**src/hdl/tfi_pkg.sv**
```systemverilog
// Package of constants and types for the tape function timing interlock
package tfi_pkg;
    // Clock rate and time base
    localparam int unsigned CLK_HZ        = 25_000_000;
    localparam int unsigned US_PER_MS     = 1000;
    // Times in microseconds as printed in milliseconds
    localparam int unsigned READ_END_US   = 330;    // 0.33 ms
    localparam int unsigned WRITE_END_US  = 2740;   // 2.74 ms
    localparam int unsigned REVERSAL_US   = 12500;  // 12.5 ms
    // Cycle counts derived from the rate (cycles per microsecond round down)
    localparam int unsigned CYC_PER_US    = CLK_HZ / 1_000_000;
    localparam int unsigned READ_END_CYC  = READ_END_US * CYC_PER_US;
    localparam int unsigned WRITE_END_CYC = WRITE_END_US * CYC_PER_US;
    localparam int unsigned MS_TICK_CYC   = US_PER_MS * CYC_PER_US;
    localparam int unsigned REVERSAL_MS10 = REVERSAL_US / 100; // in 0.1 ms
    localparam int unsigned TICK_CYC      = CYC_PER_US * 100;  // 0.1 ms tick
    // Geometry
    localparam int unsigned NUM_UNITS     = 4;
    localparam int unsigned UNIT_W        = 2;
    localparam int unsigned LOGNUM_W      = 4;
    localparam int unsigned TIME_W        = 16;
    // APB register offsets
    localparam logic [7:0] REG_CTRL       = 8'h00;
    localparam logic [7:0] REG_STATUS     = 8'h04;
    localparam logic [7:0] REG_IRQ_STAT   = 8'h08;
    localparam logic [7:0] REG_IRQ_MASK   = 8'h0C;
    localparam logic [7:0] REG_SLACK      = 8'h10;
    localparam logic [7:0] REG_LOGMAP     = 8'h14;
    // Reset values
    localparam logic [31:0] CTRL_RST      = 32'h0000_0000;
    localparam logic [2:0]  MASK_RST      = 3'h0;
    localparam logic [15:0] LOGMAP_RST    = 16'h3210;
    // Interrupt status bit positions
    localparam int unsigned IRQ_READY     = 0;
    localparam int unsigned IRQ_INTLK     = 1;
    localparam int unsigned IRQ_REVERSE   = 2;
    // Function codes
    typedef enum logic [2:0] {
        TFI_FN_NONE, TFI_FN_RDF, TFI_FN_RDB, TFI_FN_WR, TFI_FN_SKW,
        TFI_FN_RWI
    } tfi_fn_t;
endpackage

```
**src/hdl/tfi_panel_if.sv**
```systemverilog
// Interface carrying one tape unit's panel switches and indicators
`timescale 1ns/1ps
`default_nettype none
interface tfi_panel_if;
    logic sw_hold;       // Operator-hold switch pulse
    logic sw_pwr_down;   // Power-down switch pulse
    logic sw_pwr_up;     // Power-up switch pulse
    logic sw_marker;     // Tape-start-marker switch pulse
    logic sw_other;      // Any other panel switch pulse
    logic rwi;           // Rewind-with-interlock from control unit
    logic hold_ind;      // Operator-hold indicator
    logic pwr_ind;       // Power-up indicator
    logic other_eff;     // Other switch accepted
    modport ctl  (output sw_hold, sw_pwr_down, sw_pwr_up, sw_marker,
                  sw_other, rwi, input hold_ind, pwr_ind, other_eff);
    modport unit (input sw_hold, sw_pwr_down, sw_pwr_up, sw_marker,
                  sw_other, rwi, output hold_ind, pwr_ind, other_eff);
endinterface
`default_nettype wire

```
**src/hdl/tfi_panel.sv**
```systemverilog
// Operator panel mode logic for one tape unit
`timescale 1ns/1ps
`default_nettype none
module tfi_panel (
    // Clock and reset
    input  wire logic  pclk,
    input  wire logic  presetn,
    // Panel
    tfi_panel_if.unit  pnl
);
    logic hold_r;  // Operator-hold indicator
    logic pwr_r;   // Power-up indicator
    logic oth_r;   // Other switch accepted

    // Operator-hold mode
    always_ff @(posedge pclk or negedge presetn) begin
        if (!presetn) begin
            hold_r <= 1'b0;
        end else if (pnl.rwi) begin
            hold_r <= 1'b1;
        end else if (!hold_r && pnl.sw_hold) begin
            hold_r <= 1'b1;
        end else if (hold_r && pwr_r && pnl.sw_marker) begin
            hold_r <= 1'b0;
        end
    end

    // Power state
    always_ff @(posedge pclk or negedge presetn) begin
        if (!presetn) begin
            pwr_r <= 1'b0;
        end else if (hold_r && !pwr_r) begin
            if (pnl.sw_pwr_up) begin
                pwr_r <= 1'b1;
            end
        end else if (pnl.sw_pwr_down) begin
            pwr_r <= 1'b0;
        end else if (!hold_r && !pwr_r && pnl.sw_pwr_up) begin
            pwr_r <= 1'b0;
        end
    end

    // Other switches only when held and powered
    always_ff @(posedge pclk or negedge presetn) begin
        if (!presetn) begin
            oth_r <= 1'b0;
        end else begin
            oth_r <= pnl.sw_other && hold_r && pwr_r;
        end
    end

    assign pnl.hold_ind  = hold_r;
    assign pnl.pwr_ind   = pwr_r;
    assign pnl.other_eff = oth_r;
endmodule // tfi_panel
`default_nettype wire

```
**src/hdl/tfi_top.sv**
```systemverilog
// Tape function timing interlock: sequencing, timers, panels, APB
//
// Functional notes
// - Forward read: ready interrupt 0.33 ms after last frame
// - Backward read: ready 0.33 ms after first frame
// - Write or skip-write: ready 2.74 ms after
// - Measure slack from ready to read or data
// - Hold motion 12.5 ms on direction reversal
// - Each unit shows logical number 0 to 15
// - Number display lit only while powered up
// - Held unit gets no motion or conditioning
// - Function to held unit flags interlock status
// - Not held: only hold and power-down switches
// - Held, powered down: only power-up switch works
// - Held and powered: all switches effective
// - Rewind-with-interlock puts unit in hold
// - Marker switch releases operator hold
//
// Register access over APB and the placing of the registers were chosen for this implementation.
`timescale 1ns/1ps
`default_nettype none
module tfi_top
    import tfi_pkg::*;
(
    // APB slave
    input  wire logic                  pclk,
    input  wire logic                  presetn,
    input  wire logic                  psel,
    input  wire logic                  penable,
    input  wire logic                  pwrite,
    input  wire logic [7:0]            paddr,
    input  wire logic [31:0]           pwdata,
    output logic [31:0]                prdata,
    output logic                       pready,
    output logic                       pslverr,
    // Channel side events (same clock domain)
    input  wire logic                  fn_valid,
    input  wire tfi_pkg::tfi_fn_t      fn_code,
    input  wire logic [1:0]            fn_unit,
    input  wire logic                  data_word,
    input  wire logic                  last_frame,
    // Panel switches per unit (asynchronous pins)
    input  wire logic [3:0]            sw_hold,
    input  wire logic [3:0]            sw_pwr_down,
    input  wire logic [3:0]            sw_pwr_up,
    input  wire logic [3:0]            sw_marker,
    input  wire logic [3:0]            sw_other,
    // Unit drive and display
    output logic [3:0]                 motion_fwd,
    output logic [3:0]                 motion_bwd,
    output logic [3:0]                 cond_en,
    output logic [3:0]                 hold_ind,
    output logic [15:0]                lognum_disp,
    output logic [3:0]                 lognum_on,
    output logic [3:0]                 other_eff,
    // Interrupt
    output logic                       status_ready_interrupt,
    output logic                       irq
);
    typedef enum {TFI_IDLE, TFI_WAIT_REV, TFI_MOVE, TFI_END} tfi_st_t;

    tfi_st_t            st_r;        // Sequencer state
    tfi_fn_t            fn_r;        // Current function
    logic [1:0]         unit_r;      // Current unit
    logic [31:0]        cnt_r;       // End timer
    logic [15:0]        tick_cnt_r;  // 0.1 ms divider
    logic               tick;        // 0.1 ms enable
    logic [3:0]         lastdir_r;   // 1 = last motion backward
    logic [TIME_W-1:0]  stop_t_r [NUM_UNITS]; // Time since stop
    logic [TIME_W-1:0]  slack_r;     // Ready-to-next in 0.1 ms
    logic               slack_run_r; // Slack counter active
    logic [2:0]         ist_r;       // Interrupt status
    logic [2:0]         imask_r;     // Interrupt mask
    logic [15:0]        logmap_r;    // Physical to logical map
    logic               ctrl_en_r;   // Sequencer enable
    logic               intlk_r;     // Interlock in last status
    logic [2:0]         ev;          // Event pulses
    logic [3:0]         hold_w, pwr_w, oth_w;
    logic               wr_en, rd_en;

    // Decode direction of a function
    function automatic logic fn_bwd(input tfi_fn_t f);
        return (f == TFI_FN_RDB);
    endfunction

    // Decode whether a function moves tape
    function automatic logic fn_moves(input tfi_fn_t f);
        return (f == TFI_FN_RDF) || (f == TFI_FN_RDB) ||
               (f == TFI_FN_WR) || (f == TFI_FN_SKW);
    endfunction

    assign wr_en = psel && penable && pwrite;
    assign rd_en = psel && !penable && !pwrite;

    // Time base divider, 0.1 ms enable
    always_ff @(posedge pclk or negedge presetn) begin
        if (!presetn) begin
            tick_cnt_r <= 16'h0000;
        end else if (tick_cnt_r == 16'(TICK_CYC - 1)) begin
            tick_cnt_r <= 16'h0000;
        end else begin
            tick_cnt_r <= tick_cnt_r + 16'h0001;
        end
    end
    assign tick = (tick_cnt_r == 16'(TICK_CYC - 1));

    // Panels with synchronised switches
    generate
        for (genvar u = 0; u < NUM_UNITS; u++) begin : g_unit
            tfi_panel_if pif ();
            logic [4:0] sync1_r; // Sync stage 1, read only by stage 2
            logic [4:0] sync2_r; // Sync stage 2
            logic [4:0] hist_r;  // Edge history
            // Two-flop sync then edge detect on second stage
            always_ff @(posedge pclk or negedge presetn) begin
                if (!presetn) begin
                    sync1_r <= 5'h00;
                    sync2_r <= 5'h00;
                    hist_r  <= 5'h00;
                end else begin
                    sync1_r <= {sw_other[u], sw_marker[u], sw_pwr_up[u],
                                sw_pwr_down[u], sw_hold[u]};
                    sync2_r <= sync1_r;
                    hist_r  <= sync2_r;
                end
            end
            assign pif.sw_hold     = sync2_r[0] && !hist_r[0];
            assign pif.sw_pwr_down = sync2_r[1] && !hist_r[1];
            assign pif.sw_pwr_up   = sync2_r[2] && !hist_r[2];
            assign pif.sw_marker   = sync2_r[3] && !hist_r[3];
            assign pif.sw_other    = sync2_r[4] && !hist_r[4];
            assign pif.rwi = fn_valid && (fn_code == TFI_FN_RWI) &&
                             (fn_unit == u) && !hold_w[u];
            assign hold_w[u] = pif.hold_ind;
            assign pwr_w[u]  = pif.pwr_ind;
            assign oth_w[u]  = pif.other_eff;
            tfi_panel u_panel (
                .pclk    (pclk),
                .presetn (presetn),
                .pnl     (pif)
            );
            // Time since last stop, saturating, in 0.1 ms
            always_ff @(posedge pclk or negedge presetn) begin
                if (!presetn) begin
                    stop_t_r[u] <= 16'hFFFF;
                end else if (st_r == TFI_MOVE && unit_r == u) begin
                    stop_t_r[u] <= 16'h0000;
                end else if (tick && stop_t_r[u] != 16'hFFFF) begin
                    stop_t_r[u] <= stop_t_r[u] + 16'h0001;
                end
            end
        end
    endgenerate

    // Function sequencer
    always_ff @(posedge pclk or negedge presetn) begin
        if (!presetn) begin
            st_r   <= TFI_IDLE;
            fn_r   <= TFI_FN_NONE;
            unit_r <= 2'h0;
            cnt_r  <= 32'h0;
        end else begin
            case (st_r)
                TFI_IDLE: begin
                    if (fn_valid && ctrl_en_r && fn_moves(fn_code) &&
                        !hold_w[fn_unit]) begin
                        fn_r   <= fn_code;
                        unit_r <= fn_unit;
                        st_r   <= TFI_WAIT_REV;
                    end
                end
                TFI_WAIT_REV: begin
                    if (lastdir_r[unit_r] == fn_bwd(fn_r) ||
                        stop_t_r[unit_r] >= 16'(REVERSAL_MS10)) begin
                        st_r <= TFI_MOVE;
                    end
                end
                TFI_MOVE: begin
                    if (last_frame) begin
                        cnt_r <= (fn_r == TFI_FN_WR || fn_r == TFI_FN_SKW)
                            ? WRITE_END_CYC - 1
                            : READ_END_CYC - 1;
                        st_r  <= TFI_END;
                    end
                end
                TFI_END: begin
                    if (cnt_r == 32'h0) begin
                        st_r <= TFI_IDLE;
                    end else begin
                        cnt_r <= cnt_r - 32'h1;
                    end
                end
                default: st_r <= TFI_IDLE;
            endcase
        end
    end

    // Last motion direction per unit
    always_ff @(posedge pclk or negedge presetn) begin
        if (!presetn) begin
            lastdir_r <= 4'h0;
        end else if (st_r == TFI_MOVE) begin
            lastdir_r[unit_r] <= fn_bwd(fn_r);
        end
    end

    // Event pulses
    assign ev[IRQ_READY]   = (st_r == TFI_END) && (cnt_r == 32'h0);
    assign ev[IRQ_INTLK]   = fn_valid && hold_w[fn_unit];
    assign ev[IRQ_REVERSE] = (st_r == TFI_IDLE) && fn_valid &&
                             ctrl_en_r && fn_moves(fn_code) &&
                             !hold_w[fn_unit] &&
                             lastdir_r[fn_unit] != fn_bwd(fn_code) &&
                             stop_t_r[fn_unit] < 16'(REVERSAL_MS10);

    // Interlock flag for the returned status word
    always_ff @(posedge pclk or negedge presetn) begin
        if (!presetn) begin
            intlk_r <= 1'b0;
        end else if (fn_valid) begin
            intlk_r <= hold_w[fn_unit];
        end
    end

    // Slack measurement from ready to next read or data word
    always_ff @(posedge pclk or negedge presetn) begin
        if (!presetn) begin
            slack_r     <= 16'h0000;
            slack_run_r <= 1'b0;
        end else if (ev[IRQ_READY]) begin
            slack_r     <= 16'h0000;
            slack_run_r <= 1'b1;
        end else if (slack_run_r && (data_word || (fn_valid &&
                     (fn_code == TFI_FN_RDF || fn_code == TFI_FN_RDB)))) begin
            slack_run_r <= 1'b0;
        end else if (slack_run_r && tick && slack_r != 16'hFFFF) begin
            slack_r <= slack_r + 16'h0001;
        end
    end

    // Interrupt status, set wins over write-one clear
    always_ff @(posedge pclk or negedge presetn) begin
        if (!presetn) begin
            ist_r <= 3'h0;
        end else if (wr_en && paddr == REG_IRQ_STAT) begin
            ist_r <= (ist_r & ~pwdata[2:0]) | ev;
        end else begin
            ist_r <= ist_r | ev;
        end
    end

    // Writable registers
    always_ff @(posedge pclk or negedge presetn) begin
        if (!presetn) begin
            imask_r   <= MASK_RST;
            logmap_r  <= LOGMAP_RST;
            ctrl_en_r <= CTRL_RST[0];
        end else if (wr_en) begin
            case (paddr)
                REG_CTRL:     ctrl_en_r <= pwdata[0];
                REG_IRQ_MASK: imask_r   <= pwdata[2:0];
                REG_LOGMAP:   logmap_r  <= pwdata[15:0];
                default:      ;
            endcase
        end
    end

    // APB read data, no wait state; reads above REG_LOGMAP return zero with error
    always_ff @(posedge pclk or negedge presetn) begin
        if (!presetn) begin
            prdata  <= 32'h0;
            pready  <= 1'b0;
            pslverr <= 1'b0;
        end else begin
            pready  <= psel && !penable;
            pslverr <= psel && !penable && paddr > REG_LOGMAP;
            if (rd_en) begin
                case (paddr)
                    REG_CTRL:     prdata <= {31'h0, ctrl_en_r};
                    REG_STATUS:   prdata <= {20'h0, pwr_w, hold_w,
                                             intlk_r, 1'b0,
                                             st_r == TFI_IDLE,
                                             st_r == TFI_WAIT_REV};
                    REG_IRQ_STAT: prdata <= {29'h0, ist_r};
                    REG_IRQ_MASK: prdata <= {29'h0, imask_r};
                    REG_SLACK:    prdata <= {16'h0, slack_r};
                    REG_LOGMAP:   prdata <= {16'h0, logmap_r};
                    default:      prdata <= 32'h0;
                endcase
            end
        end
    end

    // Unit drive, display and interrupt outputs
    always_ff @(posedge pclk or negedge presetn) begin
        if (!presetn) begin
            motion_fwd             <= 4'h0;
            motion_bwd             <= 4'h0;
            cond_en                <= 4'h0;
            hold_ind               <= 4'h0;
            lognum_disp            <= 16'h0;
            lognum_on              <= 4'h0;
            other_eff              <= 4'h0;
            status_ready_interrupt <= 1'b0;
            irq                    <= 1'b0;
        end else begin
            for (int u = 0; u < NUM_UNITS; u++) begin
                motion_fwd[u] <= st_r == TFI_MOVE && unit_r == u &&
                                 !fn_bwd(fn_r) && !hold_w[u];
                motion_bwd[u] <= st_r == TFI_MOVE && unit_r == u &&
                                 fn_bwd(fn_r) && !hold_w[u];
                cond_en[u]    <= st_r != TFI_IDLE && unit_r == u &&
                                 !hold_w[u];
                lognum_on[u]  <= pwr_w[u];
                lognum_disp[u*4 +: 4] <= pwr_w[u] ?
                    logmap_r[u*4 +: 4] : 4'h0;
            end
            hold_ind               <= hold_w;
            other_eff              <= oth_w;
            status_ready_interrupt <= ev[IRQ_READY];
            irq                    <= |(ist_r & imask_r);
        end
    end
endmodule // tfi_top
`default_nettype wire

```
**config.mk**
```make
export PLATFORM = sky130hd
export DESIGN_NAME = tfi_top
export DESIGN_NICKNAME = d
export VERILOG_FILES = /design/src/hdl/tfi_pkg.sv /design/src/hdl/tfi_panel_if.sv /design/src/hdl/tfi_panel.sv /design/src/hdl/tfi_top.sv
export SDC_FILE = /design/constraint.sdc
export NUM_CORES = 1
export LEC_CHECK = 0
export ABC_AREA = 1
export BUFFER_PORTS_ARGS = -buffer_cell sky130_fd_sc_hd__buf_2
export CAP_MARGIN = 20
export CORE_UTILIZATION = 30
export DETAILED_ROUTE_END_ITERATION = 8
export PLACE_DENSITY_LB_ADDON = 0.12
export SETUP_SLACK_MARGIN = 0.4
export SYNTH_ARGS = -nofsm -noshare
export SYNTH_HDL_FRONTEND = slang
export SYNTH_SLANG_ARGS = --single-unit
export TNS_END_PERCENT = 10
```
**constraint.sdc**
```tcl
create_clock -name pclk -period 1.8 [get_ports pclk]
set_input_delay 0.36 -clock pclk [delete_from_list [all_inputs] [get_ports pclk]]
set_output_delay 0.36 -clock pclk [all_outputs]
set_load 0.005 [all_outputs]
```
* Yosys cells after proc, flatten, opt, wreduce, memory -nomap -nowiden
Cells that the tools add are included.
Storage, ports and cells: output and inout port bits 76, input port bits 73, bits in read-only memories 0, memories 0, latch bits 0, bits in writable memories 0, word-level logic and storage cells 377, flip-flop bits (word level) 342
Operators by class: equal/unequal tests 43, bitwise gates (word level) 7, shift operators 0, multiplexer cells 72, add/subtract/negate cells 7, multiply operators 0, $lt $le $gt $ge 8, div/mod/pow operators 0, reduce and logical (&&, ||, !) cells 187
Operator list (number):
- $mux W16 | 16
- $mux W32 | 6
- $pmux W32 S4 | 1
- $logic_and A1 B1 Y1 | 115
- $add A16 B1 Y16 const B | 6
- $eq A32 B2 Y1 const B | 3
- $logic_not A32 Y1 | 3
- $pmux W16 S6 | 1
- $ne A16 B16 Y1 const B | 5
- $bmux W16 S2 | 2
- $eq A32 B3 Y1 const B | 2
- $pmux W32 S2 | 1
- $mux W1 | 34
- $eq A32 B1 Y1 const B | 1
- $logic_not A1 Y1 | 32
- $reduce_bool A32 Y1 | 1
- $sub A32 B1 Y32 const B | 1
- $reduce_bool A3 Y1 | 8
- $reduce_and A2 Y1 | 9
- $mux W17 | 1
- $eq A16 B12 Y1 const B | 1
- $eq A8 B4 Y1 const B | 2
- $eq A8 B5 Y1 const B | 2
- $ge A16 B7 Y1 const B | 1
- 31 further kinds | 70

* Depth between registers and ports, before layout
depth after elaboration 10, gate-level depth with buffers 13, gate-level depth less buffers 12

* Hierarchy
A second synthesis with hierarchy kept.
Second synthesis, totals: cell total of the unflattened synthesis 1854, area total of the unflattened synthesis 14996.9 um^2
By module, submodules not included:
- tfi_top | sequential area each 7191.9 um^2, instances 1, area each 14491.4 um^2, cells each 1790
- tfi_panel | sequential area each 75.1 um^2, instances 4, area each 126.4 um^2, cells each 16

* Least setup slack after synthesis
No wires, ideal clock.
path kind flip-flop to flip-flop, from register stop_t_r[0] in the netlist's numbering, to register stop_t_r[6] in the netlist's numbering, library setup time 83 ps, arrival 1656 ps, clock period less this slack 1739 ps, cell stages (with the launch flop) 12, slack 61 ps, path buffers 1, data required time 1717 ps, path through dfstp_2 ha_1 nand2_2 nor3_4 nand2_2 nor2_4 nand2_1 nand2_2 nand2_2 buf_6 nand2_1 a21oi_2
Between the ends: word-level cells in the longest chain between the ends 3, elaborated cells between the ends (all ways) 6, classes of those cells add/sub: 1; eq/ne: 1; mux: 2; reduce/logical: 2
Ends and longest elaborated chain:
- start: declaration | line tfi_top.sv:69 | logic [TIME_W-1:0] stop_t_r [NUM_UNITS];
- start signal: indexed assignment | line tfi_top.sv:149 | stop_t_r[u] <= stop_t_r[u] + 16'h0001;
- $add A16 B1 Y16 / $ne A16 B16 Y1 (equally long branches) | line tfi_top.sv:149, tfi_top.sv:148
- $mux W16 / $logic_and A1 B1 Y1 (equally long branches) | line tfi_top.sv:148 | end else if (tick && stop_t_r[u] != 16'hFFFF) begin
- $mux W16 / $reduce_bool A2 Y1 (equally long branches)
Several ways; a longest one is shown, not always the timed one. The select of a mux whose other input is x is not followed. A chain may end at the register's enable or synchronous reset.

* Worst setup path in the final report
from register tick_cnt_r[1], to register slack_r[2]
Between the ends: word-level cells in the longest chain between the ends 5
Ends and longest elaborated chain:
- start: declaration | line tfi_top.sv:66 | logic [15:0] tick_cnt_r;
- start signal: assignment | line tfi_top.sv:102 | tick_cnt_r <= tick_cnt_r + 16'h0001;
- $eq A16 B12 Y1 | line tfi_top.sv:105 | assign tick = (tick_cnt_r == 16'(TICK_CYC - 1));
- $logic_and A1 B1 Y1 (2 in series) | line tfi_top.sv:236 | end else if (slack_run_r && tick && slack_r != 16'hFFFF) begin
- $reduce_bool A2 Y1 (no source line)
- $reduce_and A2 Y1 (no source line)
- end signal: assignment | line tfi_top.sv:237 | slack_r <= slack_r + 16'h0001;
- end: declaration | line tfi_top.sv:70 | logic [TIME_W-1:0] slack_r;
Every way passes these cells.

==> implementation parameters <==
Parameter                              Value

Timing
  Worst Tran Pin Value    715 ps
  Layout Skew    roughly 24 ps
  Max-Slew Margin vs Limit    52.3%
  Worst hold slack    37.9 ps
  Summed negative setup slack over all endpoints    0 ps
  Fin. max-slew vios    0
  Setup repair after global routing missed its margin    true
  Hold violation count in the final report    0
  Final worst path period share    a little over nine tenths
  Highest clock rate    roughly 560 MHz
  Number of setup violations in the final report    0
  Final period demand of the worst path    1770 ps

Critical path
  Beginning of the critical path    tick_cnt_r[1]$_DFF_PN0_
  CP Launch Type    flip-flop
  Crit. End Element    flip-flop
  Launching point of the worst reg2reg path    tick_cnt_r[1]$_DFF_PN0_
  End of the critical path    slack_r[2]$_DFFE_PN0P_
  Critical path arrival    2230 ps
  Max FO, Critical Path    7
  Depth of the worst register-to-register path    12
  Reg2Reg Capture Point    slack_r[2]$_DFFE_PN0P_
  Critical Setup Path Class    reg2reg
  WP data required    about 2300 ps
  Setup slack on the worst flop-to-flop path    30 ps

Place
  Port bufs    116
  Post-detailed-placement half-perimeter wirelength    between 30 and 40 mm
  Placer Congestion    between 0.8 and 0.9

Synthesis
  Commonest register cell after synthesis    dfrtp_1
  Post-synthesis instance total    1828
  Average size of a mapped cell    8.14 sq um
  Share of async-settable or async-resettable flops after synthesis    100%
  Cell variety after synth    52
  Part of the Yosys area used for sequential elements    50.4%
  Total of flip-flops plus latches after synthesis    296
  Top-area cell type share of the netlist area    38.4%
  EDFF count, synth    0
  Cell taking the most area after synthesis    dfrtp_1
  Mapped cell area    14900 sq um
  Number of warning messages in the yosys log    0
  Largest cells by area after synthesis    dfrtp_1 (38%), dfstp_2 (12%), nand2_1 (11%)

GRT
  Global-route track usage on met2    between 20% and 30%
  M1 GR Usage    24.1%
  Congestion Overflow GR    0
  Pin count of the biggest net entering global routing    48
  Met3 track demand over resource in global routing    3.03%
  Most heavily used metal layer in global routing    met2
  Overall track demand over capacity in global routing    17.7%
  Vias in the first global route    13000
  Initial antenna violation count    1
  First-pass GRT wire length    between 70 and 80 mm

Routing
  DRC violations left    0
  Detail-routed net length per standard cell    approximately 16 um
  Vias    13200
  DRT antenna net count    0
  Via density per instance    between 4 and 5
  Number of DRC markers after the initial detailed-route iteration    631
  Final wirelength    44.9 mm
  Number of iterations in the first detailed-routing pass    5

Clocking
  Sink count of the clock tree    296
  Worst skew pair latency    560 ps
  Maximum buffer depth of the clock tree    3
  Clock tree from TritonCTS    done
  Clock root buffer    clkbuf_16
  CTS H-tree lvls    2
  Clock slew seen by the registers of the worst setup and hold paths    60 ps
  Clock buffers created by TritonCTS    37

Layout
  Area growth syn-to-layout    35.1%
  Ratio of cells with drive above 1 in the final layout    30.8%
  Commonest non-fill, non-tap cells in the layout    nand2_1 (401), dfrtp_1 (227), nor2_1 (209)
  Net count, final    2257
  Fill cell total of the finished layout    5078
  Most common cell after layout, fill and taps aside    nand2_1

Hold path
  Type of the tightest min-delay check    in2reg

Floorplanning
  Die boundary height    approximately 220 um
  Number of ports placed on the die boundary    149
  Number of cell rows    81
  DIE AREA    just over 50000 sq um
  Core Region    49000 sq um
  Die boundary width    225 um
  Initial standard-cell utilization of the core    30.4%

Flow run
  Maximum capacitance violations    0

Power
  Worst voltage drop across the vdd grid    0.000587 V
  Comb pwr share    28.7%
  Leakage power figure    0.00975 uW
  Switching power total    7000 uW
  Clock network power share    34.8%
  Power Density    approximately 1100 nW/um^2
  Sequential cell fraction of total power    between 30% and 40%
  Sw frac    32.9%
  Int Power    14300 uW

Status
  Outcome    complete, no violations
==> power groups by stage <==
stage / Combinational [uW] / Sequential (uW) / Clock (uW)
3_3_place_gp: 4810 / 7840 / 0
6_report: 6100 / 7770 / 7390
5_1_grt: 6720 / 7850 / 7870
3_5_place_dp: 4810 / 7860 / 0
2_1_floorplan: 2530 / 7780 / 0
4_1_cts: 4940 / 7750 / 7650
==> how the worst min path moves through the flow <==
| stage | from | endpoint | slack (ps) | cells past startpoint |
|---|---|---|---|---|
| finish | pwdata[12] | logmap_r[12]$_DFFE_PN1P_ | 40 | 3 |
| global route | pwdata[12] | logmap_r[12]$_DFFE_PN1P_ | 30 | 3 |
| CTS | pwdata[12] | logmap_r[12]$_DFFE_PN1P_ | 0.5 | 3 |
| detailed placement | presetn | lognum_disp[13]$_DFF_PN0_ | 290 | 1 |
| floorplan | presetn | cnt_r[0]$_DFFE_PN0P_ | 60 | 0 |
| global placement | presetn | lognum_disp[13]$_DFF_PN0_ | 290 | 1 |
==> through the flow <==
step,instances,cell area (sq um),worst slack [ps],util (%),power [uW]
floorplan,1843,14900,93.8,-,10300
global placement,2745,17500,-103,35.7,12700
detailed placement,2745,17500,-113,35.7,12700
CTS,2844,19100,50.3,39.1,20300
global route,2865,20100,-87.1,41.1,22400
finish,2866,20100,26.9,41.1,21300
==> synth_stat cells (6+ instances only) <==
master and number:
o21ai_2 13, o22ai_1 19, clkbuf_1 17, inv_1 188, ha_1 12, inv_2 10, o31ai_1 15, nor2_1 262
nor3_1 35, xor2_1 61, nor2_2 6, dfstp_2 68, o21ai_1 25, nand2_1 439, nand2_2 17, buf_2 16
dfrtp_1 228, a31oi_1 9, buf_6 14, nand3_1 147, buf_4 16, a21oi_1 49, o21ai_0 71, nand4_1 33
nand3b_1 9
==> layout make-up <==
type	count	area, sq um	share of cell area [%]
sequential	296	7490	37.3
clock inverter	17	165	0.822
inverter	200	768	3.82
clock buffer	50	1040	5.20
antenna	2	5.00	0.0249
multi-input combinational	1283	7010	34.9
timing repair buffer	354	2790	13.9
tap	664	831	4.13
==> per-layer routing <==
metal	wire length, um	vias to the layer above
met2	21100	233
met1	21100	6351
met5	0	-
li1	-	6570
met3	1710	55
met4	984	0
==> flip-flops by register name (all words and copies together), names as in the netlist, 16 cells and up <==
| signal | flops |
|---|---|
| g_unit.hist_r | 20 |
| prdata | 16 |
| tick_cnt_r | 16 |
| logmap_r | 16 |
| slack_r | 16 |
| lognum_disp | 16 |
| g_unit.sync2_r | 20 |
| stop_t_r | 64 |
| g_unit.sync1_r | 20 |
| cnt_r | 32 |
==> critical path, stage by stage (launching register included) <==
cell	delay (ps)
dfrtp_1	360
ha_2	190
inv_2	50
nor3_2	130
nand2_1	110
nor3_4	160
buf_4	140
buf_6	90
nand3_4	120
nor2_1	180
nand2_1	70
nand2_1	60
nor2_1	30
==> what timing repair did <==
action                                 CTS  global route
buffers inserted                        10            16
gates resized for setup                 42           206
endpoints found under the hold margin   54             0
gates cloned                             0             4
pin swaps                                9            55
hold buffers                            22             0
setup endpoints to repair              201           210
==> logic make-up after synthesis <==
group | synth area share, %
flops | 50.4
compound gates | 8.85
buf+inv | 7.91
other cells | 0.0252
fa+ha+maj | 1.01
simple gates | 28.1
xor+xnor | 3.77
Note: power is estimated with default switching activity, not from simulation.
